`config.mk`:
```
export PLATFORM = sky130hd
export DESIGN_NAME = pmcs_top
export DESIGN_NICKNAME = d
export VERILOG_FILES = /design/src/rtl/pmcs_sync.v /design/src/rtl/pmcs_div.v /design/src/rtl/pmcs_top.v
export VERILOG_INCLUDE_DIRS = /design/src /design/src/rtl
export SDC_FILE = /design/constraint.sdc
export NUM_CORES = 1
export LEC_CHECK = 0
export BUFFER_PORTS_ARGS = -buffer_cell sky130_fd_sc_hd__buf_2
export CORE_UTILIZATION = 42
export DETAILED_ROUTE_END_ITERATION = 12
export MAX_ROUTING_LAYER = met4
export PLACE_DENSITY_LB_ADDON = 0.08
export SETUP_SLACK_MARGIN = 0.2
export SYNTH_ARGS = -nofsm -noshare
export SYNTH_HDL_FRONTEND = slang
export SYNTH_SLANG_ARGS = --single-unit
```
`constraint.sdc`:
```
create_clock -name clk -period 2.44 [get_ports clk]
set_input_delay 0.366 -clock clk [delete_from_list [all_inputs] [get_ports clk]]
set_output_delay 0.366 -clock clk [all_outputs]
set_load 0.005 [all_outputs]
```
`src/rtl/pmcs_regs.vh`:
```
`ifndef PMCS_REGS_VH
`define PMCS_REGS_VH
// Register byte addresses (word aligned)
`define PMCS_ADDR_CTRL_ONE 4'h0
`define PMCS_ADDR_CTRL_TWO 4'h4
`define PMCS_ADDR_STATUS 4'h8
`define PMCS_ADDR_SLEEP_CMD 4'hc
// Control one field positions
`define PMCS_STBY_SEL_BIT 7
`define PMCS_WAIT_HI_BIT 6
`define PMCS_WAIT_LO_BIT 4
`define PMCS_SAMPLE_RATE_BIT 3
`define PMCS_ONE_WMASK 8'hf8
// Control two field positions
`define PMCS_SLEEP_KIND_BIT 7
`define PMCS_LOW_SPEED_BIT 6
`define PMCS_DIRECT_BIT 5
`define PMCS_ACT_DIV_HI_BIT 4
`define PMCS_ACT_DIV_LO_BIT 2
`define PMCS_SUB_DIV_HI_BIT 1
`define PMCS_SUB_DIV_LO_BIT 0
// Reset values
`define PMCS_ONE_RESET 8'h00
`define PMCS_TWO_RESET 8'h00
// Mode encodings
`define PMCS_MODE_ACTIVE 3'h0
`define PMCS_MODE_SLEEP 3'h1
`define PMCS_MODE_SUBACTIVE 3'h2
`define PMCS_MODE_SUBSLEEP 3'h3
`define PMCS_MODE_STANDBY 3'h4
// Standby wait counts in states
`define PMCS_WAIT_8K 18'h02000
`define PMCS_WAIT_16K 18'h04000
`define PMCS_WAIT_32K 18'h08000
`define PMCS_WAIT_64K 18'h10000
`define PMCS_WAIT_128K 18'h20000
`define PMCS_WAIT_1K 18'h00400
`define PMCS_WAIT_128 18'h00080
`define PMCS_WAIT_16 18'h00010
// Noise filter sampling divide ratios minus one
`define PMCS_SAMPLE_DIV_SLOW 4'hf
`define PMCS_SAMPLE_DIV_FAST 4'h3
`endif

```
`src/rtl/pmcs_sync.v`:
```
`timescale 1ns/1ps
// Two-flop synchroniser for one asynchronous level
module pmcs_sync (
    input wire clk, // System clock
    input wire rstn, // Async reset, active low
    input wire d, // Asynchronous input
    output reg q // Synchronised output
);
    reg meta; // First stage, read only by q

    // Only q looks at the first stage
    always @(posedge clk or negedge rstn) begin
        if (!rstn) begin
            meta <= 1'b0;
            q <= 1'b0;
        end else begin
            meta <= d;
            q <= meta;
        end
    end
endmodule

```
`src/rtl/pmcs_div.v`:
```
`timescale 1ns/1ps
// Programmable divider giving a one-cycle enable every (limit+1) ticks
module pmcs_div (
    input wire clk, // System clock
    input wire rstn, // Async reset, active low
    input wire tick, // Count enable
    input wire [6:0] limit, // Terminal count, divide ratio minus one
    output reg pulse // One-cycle enable
);
    reg [6:0] cnt; // Running count

    // Restart from zero at terminal count; a new limit applies to the count in progress
    always @(posedge clk or negedge rstn) begin
        if (!rstn) begin
            cnt <= 7'h00;
            pulse <= 1'b0;
        end else if (tick) begin
            if (cnt >= limit) begin
                cnt <= 7'h00;
                pulse <= 1'b1;
            end else begin
                cnt <= cnt + 7'h01;
                pulse <= 1'b0;
            end
        end else begin
            pulse <= 1'b0;
        end
    end
endmodule

```
`src/rtl/pmcs_top.v`:
```
// Added by the designer: the Avalon-MM slave port and the placing of the registers.
`timescale 1ns/1ps
`include "pmcs_regs.vh"
// Overview of operation
// - Sample rate bit picks osc/16 or osc/4
// - Control one bits 2..0 read zero
// - Wait code maps to documented state counts
// - Four bits jointly choose mode on sleep
// - Sleep, subsleep, standby or direct transition decode
// - Active divider: 0xx undivided, else 8..64
// - Divider changes apply only after sleep
// - Subclock divider: /8, /4, or /2
// - Control two fully read/write, reset zero
// - Wait applied on interrupt exit from standby or subsleep to active
module pmcs_top (
    input wire clk, // 40 MHz oscillator clock
    input wire rstn, // Async reset, active low
    input wire [3:0] avs_address, // Byte address
    input wire avs_read, // Read strobe
    input wire avs_write, // Write strobe
    input wire [31:0] avs_writedata, // Write data
    input wire [3:0] avs_byteenable, // Byte lanes
    output reg [31:0] avs_readdata, // Read data
    output reg avs_waitrequest, // Stall until answer ready
    input wire watch_clk_pin, // Asynchronous watch clock
    input wire sleep_exec, // One-cycle sleep instruction strobe
    input wire wake_irq, // Wake-up interrupt level
    output reg [2:0] power_mode, // Current operating mode
    output reg cpu_clk_en, // CPU clock enable pulse
    output reg periph_clk_en, // Peripheral clock enable pulse
    output reg watch_clk_filt, // Noise-filtered watch clock
    output reg osc_stopped // System oscillator halted
);
    // Software registers
    reg [7:0] power_mode_control_one; // Mode and wait control
    reg [7:0] power_mode_control_two; // Transition and dividers
    // Dividers latched at sleep time
    reg [2:0] act_div_live; // Applied active divider
    reg [1:0] sub_div_live; // Applied subclock divider
    // Wake-up wait state
    reg [17:0] wait_cnt; // Remaining settling states
    reg waiting; // Clocks gated during settle
    reg [2:0] return_mode; // Mode after settle
    // Watch clock path
    wire watch_sync; // Synchronised watch clock
    wire sample_pulse; // Noise filter sample strobe
    wire act_pulse; // Active clock enable
    wire sub_pulse; // Subclock enable
    reg [1:0] filt_hist; // Last two filter samples
    reg watch_prev; // For subclock edge detect
    wire watch_rise; // Filtered watch rising edge
    reg bus_ack; // Access answered this cycle
    reg [6:0] act_limit; // Active divide minus one
    reg [6:0] sub_limit; // Subclock divide minus one
    reg [6:0] samp_limit; // Sample divide minus one
    reg [17:0] wait_len; // Decoded wait length
    reg [7:0] wmask_one; // Writable-bit mask for control one
    reg [7:0] next_one; // Next control one value
    reg [7:0] next_two; // Next control two value
    reg [2:0] next_mode; // Mode chosen on sleep

    // Writes land on the acknowledge edge, the one the master completes on
    wire wr_one = avs_write && bus_ack &&
        avs_address == `PMCS_ADDR_CTRL_ONE && avs_byteenable[0];
    wire wr_two = avs_write && bus_ack &&
        avs_address == `PMCS_ADDR_CTRL_TWO && avs_byteenable[0];
    wire sleep_sw = avs_write && bus_ack &&
        avs_address == `PMCS_ADDR_SLEEP_CMD && avs_byteenable[0] &&
        avs_writedata[0];
    wire sleep_go = (sleep_exec || sleep_sw) && !waiting;

    pmcs_sync u_sync (
        .clk(clk),
        .rstn(rstn),
        .d(watch_clk_pin),
        .q(watch_sync)
    );

    // Watch clock sampler
    pmcs_div u_samp (
        .clk(clk),
        .rstn(rstn),
        .tick(1'b1),
        .limit(samp_limit),
        .pulse(sample_pulse)
    );

    // System clock divider for active and sleep
    pmcs_div u_act (
        .clk(clk),
        .rstn(rstn),
        .tick(1'b1),
        .limit(act_limit),
        .pulse(act_pulse)
    );

    // Subclock divider counts filtered watch edges
    pmcs_div u_sub (
        .clk(clk),
        .rstn(rstn),
        .tick(watch_rise),
        .limit(sub_limit),
        .pulse(sub_pulse)
    );

    assign watch_rise = watch_clk_filt && !watch_prev;

    // Decodes of fields into divide ratios and wait length
    always @* begin
        // Sampling rate select
        if (power_mode_control_one[`PMCS_SAMPLE_RATE_BIT]) begin
            samp_limit = {3'h0, `PMCS_SAMPLE_DIV_FAST};
        end else begin
            samp_limit = {3'h0, `PMCS_SAMPLE_DIV_SLOW};
        end
        // Active divider uses the value latched at sleep
        case (act_div_live)
            3'h4: act_limit = 7'h07;
            3'h5: act_limit = 7'h0f;
            3'h6: act_limit = 7'h1f;
            3'h7: act_limit = 7'h3f;
            default: act_limit = 7'h00;
        endcase
        // Subclock divider from watch clock
        case (sub_div_live)
            2'h0: sub_limit = 7'h07;
            2'h1: sub_limit = 7'h03;
            default: sub_limit = 7'h01;
        endcase
        // Standby wait length in states
        case (power_mode_control_one[`PMCS_WAIT_HI_BIT:`PMCS_WAIT_LO_BIT])
            3'h0: wait_len = `PMCS_WAIT_8K;
            3'h1: wait_len = `PMCS_WAIT_16K;
            3'h2: wait_len = `PMCS_WAIT_32K;
            3'h3: wait_len = `PMCS_WAIT_64K;
            3'h4: wait_len = `PMCS_WAIT_128K;
            3'h5: wait_len = `PMCS_WAIT_1K;
            3'h6: wait_len = `PMCS_WAIT_128;
            default: wait_len = `PMCS_WAIT_16;
        endcase
    end

    // Register write merge; reserved bits never stored
    always @* begin
        wmask_one = `PMCS_ONE_WMASK;
        next_one = (power_mode_control_one & ~wmask_one) |
            (avs_writedata[7:0] & wmask_one);
        next_two = avs_writedata[7:0];
    end

    // Mode chosen when a sleep instruction executes
    always @* begin
        next_mode = power_mode;
        if (power_mode_control_two[`PMCS_DIRECT_BIT]) begin
            if (power_mode_control_two[`PMCS_LOW_SPEED_BIT]) begin
                next_mode = `PMCS_MODE_SUBACTIVE;
            end else begin
                next_mode = `PMCS_MODE_ACTIVE;
            end
        end else if (power_mode_control_one[`PMCS_STBY_SEL_BIT]) begin
            next_mode = `PMCS_MODE_STANDBY;
        end else if (power_mode_control_two[`PMCS_SLEEP_KIND_BIT]) begin
            next_mode = `PMCS_MODE_SUBSLEEP;
        end else begin
            next_mode = `PMCS_MODE_SLEEP;
        end
    end

    // Avalon slave: one wait cycle, then acknowledge
    always @(posedge clk or negedge rstn) begin
        if (!rstn) begin
            bus_ack <= 1'b0;
            avs_waitrequest <= 1'b1;
            avs_readdata <= 32'h00000000;
            power_mode_control_one <= `PMCS_ONE_RESET;
            power_mode_control_two <= `PMCS_TWO_RESET;
        end else begin
            bus_ack <= 1'b0;
            avs_waitrequest <= 1'b1;
            if ((avs_read || avs_write) && !bus_ack) begin
                // Answer next cycle; waitrequest low for one edge
                bus_ack <= 1'b1;
                avs_waitrequest <= 1'b0;
                case (avs_address)
                    `PMCS_ADDR_CTRL_ONE:
                        avs_readdata <= {24'h000000,
                            power_mode_control_one & `PMCS_ONE_WMASK};
                    `PMCS_ADDR_CTRL_TWO:
                        avs_readdata <= {24'h000000,
                            power_mode_control_two};
                    `PMCS_ADDR_STATUS:
                        avs_readdata <= {24'h000000, waiting,
                            osc_stopped, 1'b0, act_div_live,
                            sub_div_live};
                    default:
                        avs_readdata <= 32'h00000000;
                endcase
            end
            if (wr_one) begin
                power_mode_control_one <= next_one;
            end
            if (wr_two) begin
                power_mode_control_two <= next_two;
            end
        end
    end

    // Mode sequencer, divider latch and wake-up wait
    always @(posedge clk or negedge rstn) begin
        if (!rstn) begin
            power_mode <= `PMCS_MODE_ACTIVE;
            act_div_live <= 3'h0;
            sub_div_live <= 2'h0;
            waiting <= 1'b0;
            wait_cnt <= 18'h00000;
            return_mode <= `PMCS_MODE_ACTIVE;
            osc_stopped <= 1'b0;
        end else if (waiting) begin
            // Count settling states before releasing clocks
            if (wait_cnt <= 18'h00001) begin
                waiting <= 1'b0;
                power_mode <= return_mode;
            end else begin
                wait_cnt <= wait_cnt - 18'h00001;
            end
        end else if (sleep_go) begin
            // Dividers take effect only now, never on the write
            act_div_live <= power_mode_control_two[
                `PMCS_ACT_DIV_HI_BIT:`PMCS_ACT_DIV_LO_BIT];
            sub_div_live <= power_mode_control_two[
                `PMCS_SUB_DIV_HI_BIT:`PMCS_SUB_DIV_LO_BIT];
            power_mode <= next_mode;
            osc_stopped <= next_mode == `PMCS_MODE_STANDBY ||
                next_mode == `PMCS_MODE_SUBACTIVE ||
                next_mode == `PMCS_MODE_SUBSLEEP;
        end else if (wake_irq) begin
            case (power_mode)
                `PMCS_MODE_SLEEP: begin
                    power_mode <= `PMCS_MODE_ACTIVE;
                end
                `PMCS_MODE_STANDBY, `PMCS_MODE_SUBSLEEP: begin
                    // Oscillator restarts and clocks hold for settle time, except subsleep to subactive
                    waiting <= 1'b1;
                    wait_cnt <= wait_len;
                    osc_stopped <= 1'b0;
                    if (power_mode_control_two[`PMCS_LOW_SPEED_BIT] &&
                        power_mode == `PMCS_MODE_SUBSLEEP) begin
                        waiting <= 1'b0;
                        osc_stopped <= 1'b1;
                        power_mode <= `PMCS_MODE_SUBACTIVE;
                    end else begin
                        return_mode <= `PMCS_MODE_ACTIVE;
                    end
                end
                default: begin
                    power_mode <= power_mode;
                end
            endcase
        end
    end

    // Noise filter: accept watch level after two equal samples
    always @(posedge clk or negedge rstn) begin
        if (!rstn) begin
            filt_hist <= 2'h0;
            watch_clk_filt <= 1'b0;
            watch_prev <= 1'b0;
        end else begin
            watch_prev <= watch_clk_filt;
            if (sample_pulse) begin
                filt_hist <= {filt_hist[0], watch_sync};
                if (filt_hist[0] == watch_sync) begin
                    watch_clk_filt <= watch_sync;
                end
            end
        end
    end

    // Clock enables; sleep modes stop the CPU, standby stops all
    always @(posedge clk or negedge rstn) begin
        if (!rstn) begin
            cpu_clk_en <= 1'b0;
            periph_clk_en <= 1'b0;
        end else if (waiting) begin
            cpu_clk_en <= 1'b0;
            periph_clk_en <= 1'b0;
        end else begin
            case (power_mode)
                `PMCS_MODE_ACTIVE: begin
                    cpu_clk_en <= act_pulse;
                    periph_clk_en <= act_pulse;
                end
                `PMCS_MODE_SLEEP: begin
                    cpu_clk_en <= 1'b0;
                    periph_clk_en <= act_pulse;
                end
                `PMCS_MODE_SUBACTIVE: begin
                    cpu_clk_en <= sub_pulse;
                    periph_clk_en <= sub_pulse;
                end
                `PMCS_MODE_SUBSLEEP: begin
                    cpu_clk_en <= 1'b0;
                    periph_clk_en <= sub_pulse;
                end
                default: begin
                    cpu_clk_en <= 1'b0;
                    periph_clk_en <= 1'b0;
                end
            endcase
        end
    end
endmodule

```
# --- Yosys cells after proc, flatten, opt, wreduce, memory -nomap -nowiden ---
# Index checks and enable logic that the tools add are counted.
classes:
  n_shift: 0
  n_addsub: 4
  n_div: 0
  mux: 43
  eq_ne: 26
  n_bitwise: 2
  multipliers: 0
  reduce_logical: 37
  magnitude_cmp: 4
op_table:
  columns: ["op", "n"]
  rows:
  - ["$pmux W18 S7", 1]
  - ["$mux W18", 5]
  - ["$eq A3 B3 Y1 const B", 9]
  - ["$pmux W6 S4", 1]
  - ["$pmux W8 S3", 1]
  - ["$add A7 B1 Y7 const B", 3]
  - ["$mux W3", 7]
  - ["$mux W7", 3]
  - ["$eq A3 B2 Y1 const B", 6]
  - ["$le A18 B1 Y1 const B", 1]
  - ["$mux W1", 18]
  - ["$sub A18 B1 Y18 const B", 1]
  - ["$logic_and A1 B1 Y1", 12]
  - ["$pmux W3 S2", 2]
  - ["$eq A4 B4 Y1 const B", 2]
  - ["$or A3 B8 Y8", 1]
  - ["$reduce_and A4 Y1", 2]
  - ["$reduce_bool A2 Y1", 4]
  - ["$ge A7 B3 Y1", 1]
  - ["$ge A7 B4 Y1", 1]
  - ["$ge A7 B6 Y1", 1]
  - ["$eq A3 B1 Y1 const B", 2]
  - ["$logic_not A3 Y1", 2]
  - ["$reduce_or A2 Y1", 3]
  - ["other kinds (18)", 27]
word_totals:
  out_inout_bits: 40
  wordCells: 140
  ramBits: 0
  inputBits: 47
  memories: 0
  romBits: 0
  ff_bits: 109
  latchBits: 0

# --- Depth between registers and ports, before layout ---
logic_depth:
  depth_word: 8
  ltp_mapped: 8
  depth_no_buf: 7

# --- By module ---
# Synthesis repeated with hierarchy kept, for this count alone.
hier_totals:
  cells_unflattened: 481
  hier_area_um2: 4922.2
modules_own_cells:
  columns: ["module", "seq_area_each_um2", "area_per_inst_um2", "n_inst", "cells_each"]
  rows:
  - ["pmcs_top", 1402.6, 3156.8, 1, 311]
  - ["pmcs_div", 200.2, 571.8, 3, 56]
  - ["pmcs_sync", 50.0, 50.0, 1, 2]

# --- Worst setup path after synthesis ---
# No wires, ideal clock.
synth_path:
  path_type: "reg2reg"
  start: "register wait_cnt[0]"
  end: "register wait_cnt[9]"
  path_buffers: 0
  arrival_time_ns: 2.006
  slack_ns: 0.308
  setup_ns: 0.126
  period_less_slack_ns: 2.132
  path_stages_with_launch: 5
  required_ns: 2.314
  path_cell_list: "dfrtp_1 > or4_4 > or4_1 > or3_1 > a221o_1"
synth_via:
  elab_chain_len: 3
  word_cells_on_any_way: 6
  cone_classes: "add/sub: 1; order compare: 1; eq/ne: 1; mux: 2; reduce/logical: 1"
synth_rtl:
  columns: ["element", "line_no", "rtl"]
  rows:
  - ["from (decl)", "pmcs_top.v:41", "reg [17:0] wait_cnt;"]
  - ["from (signal assigned)", "pmcs_top.v:224", "wait_cnt <= wait_cnt - 18'h00001;"]
  - ["from (signal assigned)", "pmcs_top.v:244", "wait_cnt <= wait_len;"]
  - ["$le A18 B1 Y1 or $sub A18 B1 Y18 (tied branches)", "pmcs_top.v:220, pmcs_top.v:224", null]
  - ["$ne A2 B2 Y1 (no source line) or $mux W18 (tied branches)", null, null]
  - ["$reduce_and A4 Y1 (no source line) or $mux W18 (tied branches)", null, null]
# Parallel ways exist; a longest one is shown, timed or not. The select of a mux whose other input is x is not followed.
# A chain may end at the register's enable or synchronous reset.

# --- Final worst setup path ---
layout_path:
  start: "register wait_cnt[1]"
  end: "register wait_cnt[9]"
# Same word-level chain as after synthesis.

==> summary by stage <==
Status
The flow ran to the end, and the final reports show no timing, DRC or antenna violations.

GRT
The number of global-route vias before repair was 3151. The residual overflow from global routing is 0. In the global route stage, overall resource usage came out at 19.9%. Entering global routing, the biggest net connects 40 pins. The number of antenna violations at the first check in global routing is 0. The wire length of the first global-routing pass is 15.6 mm.

Finish
Relative to the synthesized area, the layout overhead comes to 15.4%. Cells fill 50.4% of the core in the end. The number of nets in the final layout is 530. The share of cells above drive strength 1 is 23.7%.

0 antenna diodes ended up in the layout. After routing the design area is ~5000 sq um. Once layout is complete, the cells apart from fillers number 606.

Clock tree
The clock-pin slew reported for the worst setup and hold paths after clock tree synthesis is 100 ps. The deepest clock path buffer count is 2. The number of clock sinks is between 80 and 90. The clock reaches the later pin of the worst-skew pair after ~360 ps. The total CTS buffers is 9. The clock tree from TritonCTS is yes. The deepest level of the CTS H-tree is 3. The root buffer selected by CTS is clkbuf_8.

Detailed routing
Summing over every cut layer, the via total after detailed routing is 3245. The per-cell routed wire length is 15.3 um. The length of routed met3 wiring is 295 um. The count of TritonRoute iterations in the first routing pass is 6. For this block, the initial DRC count from the detailed router was 105. The number of remaining DRC errors is 0. The length of routed wiring on met1 is 4.37 mm.

The number of nets still failing antenna checks after routing is 0. The routed design uses 4.51 mm of met2 wire. The highest routing layer actually used is met4. For this block, the routed nets add up to 9.28 mm of wire. The number of vias per cell after detailed routing is 5.35.

Logic synthesis
The fraction of synthesis flops using an asynchronous set or reset pin is 100%. The synthesized netlist devotes 14.2% of its cell area to compound gates. During synthesis, Yosys emitted a total of 0 warnings.

Yosys mapped the design onto 57 distinct sky130hd cell types. The count of mapped cells out of synthesis is between 400 and 500. After synthesis the cells add up to 4310 sq um. Among all cell types in the netlist, the one instantiated most often is dfrtp_1. The largest family of logic cells by synthesized area is simple AND/OR/NAND/NOR gates.

The fraction of synthesized cell area taken by the top area cell type is 47.1%. For this run, the leading register cell type out of synthesis is dfrtp_1. Summed over all instances, the cell type with the most area after synthesis is dfrtp_1. The mux cell area share after synthesis is around 6.6%. The synthesized-area fraction occupied by and/or/nand/nor cells is 18.5%. The fraction of the mapped netlist area in adder cells is 4.36%. Ranked by instance count, the synthesized netlist is headed by dfrtp_1, buf_4, nand2_1.

After synthesis, the cell types taking the most area are dfrtp_1, mux2_2, buf_4. Averaged over all synthesized cells, the footprint is 10.4 sq um. The sequential cell area fraction in the yosys report is a little under half.

The synthesized design contains 0 enable-type register cells. Synthesis inferred 82 register bits. Of the total synthesized cell area, the portion taken by XOR and XNOR cells is 1.22%.

Timing
Subtracting the final worst setup slack from the clock period gives approximately 2200 ps. The ratio of final minimum period to clock period is 90.0%. For the pin with the worst max-slew slack, the measured transition is 529 ps. The remaining max-slew budget at the tightest pin is 64.5%. Setup repair after global routing could not meet its margin everywhere.

The worst clock skew is 13.7 ps. The final setup violation count is 0. The final hold slack is 104 ps. For this run, the top clock speed supported by timing is about 0.46 GHz.

After routing, the total negative slack on setup checks comes to 0 ps. The count of pins over their slew limit was 0. The number of hold violations in the final report is 0.

Worst setup path
The maximum fanout along the worst path is 5. Setup slack on the worst reg-to-reg path comes out at 240 ps. The critical path endpoint category is a flip-flop. The number of cells on the worst reg-to-reg path is 4.

The start of the worst register-to-register path is wait_cnt[1]. STA classifies the critical path startpoint as a flip-flop. In this run the critical register-to-register path is captured at wait_cnt[9]. The critical path class is flip-flop to flip-flop. The data arrival at the endpoint of the critical path is 2450 ps. The data required time at the worst endpoint is around 2700 ps.

Power
The worst-case vdd ir drop is around 0.36 mV. The leakage component of the power is 2.40 nW. The areal power density over the cells is between 600 and 700 nW/um^2.

Placed design
At the end of routability-driven placement, the weighted congestion stood at 0.767. After detailed placement, the design holds a cell count of approximately 590. The placed wire-length estimate after detailed placement is 6.59 mm. The number of I/O port buffers is 35. The placed instances occupy a cell area of 4660 sq um.

Min path
The worst hold path begins at watch_clk_pin. The path class of the tightest hold or removal check is input pin to flip-flop. The number of stages on the worst hold path is 1. The worst hold path terminates at u_sync.meta.

Flow run
The count of max-cap constraint violations is 0.

Die
The die height is 103 um. 87 I/O pins were placed. The standard-cell row count is 36. Measured along the x axis, the die boundary spans 103 um.

The core footprint is 9860 sq um. The starting utilization of the core area is approximately 44%. The floorplan step defined a die boundary enclosing 10700 sq um.
-- where the power goes --
| part | internal (W) | switching [W] |
|---|---|---|
| registers | 0.00148 | 0.000116 |
| logic | 0.000219 | 0.000250 |
| clock network | 0.000698 | 0.000549 |
| total | 0.00240 | 0.000916 |
-- sequential cells by signal, summed over array words and instances, names as in the netlist, 2 cells and up --
register,count
sub_div_live,2
power_mode_control_one,5
wait_cnt,18
u_act.cnt,7
u_sub.cnt,7
power_mode_control_two,8
power_mode,3
avs_readdata,8
u_samp.cnt,7
act_div_live,3
-- through the flow --
stage                     total power [W]  worst slack (ps)
after floorplan                   0.00193               308
after global placement            0.00207               230
after detailed placement          0.00209               188
after CTS                         0.00335               241
after global routing              0.00349               184
final                             0.00331               244
-- kinds of logic (layout without fill, tap and decap cells) --
group,count (synthesis),in the layout
mux,26,26
fa+ha+maj,15,15
flops,82,82
other cells,1,26
compound gates,87,87
xor+xnor,6,6
simple gates,145,145
buf+inv,52,86
-- per-layer routing --
layer	global-route usage (%)	vias to the layer above
li1	-	1579
met1	26.1	1591
met2	31.8	66
met3	3.02	9
met4	6.18	0
met5	-	-
-- final cells by class --
type	instances	area, sq um
clock inverters	7	128
clock buffers	9	124
repair buffers	61	400
inverters	9	33.8
multi-input cells	305	2060
flip-flops and latches	82	2050
fillers	922	4900
well taps	133	166
-- worst max-delay path, stage by stage, from the launching register on --
cell	delay, ps
dfrtp_1	420
or4_4	580
or4_4	430
or3_1	350
a221o_1	310
-- layout by cell type, fill, tap and decap left out, types with 14 or more instances in the layout --
master   instances
o21ai_0         21
conb_1          26
buf_4           24
nor2_1          23
ha_1            15
nand2_1         25
nand3_1         14
mux2_2          20
buf_2           34
dfrtp_1         81
nor3_1          15
-- how the worst max path moves through the flow --
stage,startpoint,to,slack [ps]
after floorplan,wait_cnt[0],wait_cnt[9],310
after global placement,wait_cnt[0],wait_cnt[9],230
after detailed placement,wait_cnt[0],wait_cnt[9],190
after CTS,wait_cnt[0],wait_cnt[9],240
after global routing,wait_cnt[1],wait_cnt[16],180
final,wait_cnt[1],wait_cnt[9],240
-- repair_timing --
item                                   in CTS  in global routing
endpoints found under the hold margin      21                  0
gates resized for setup                     0                  6
setup endpoints to repair                   1                  7
setup buffers                               2                  1
hold buffers                                1                  0
pin swaps                                   0                  1
Power figures use the tool's default switching activity.
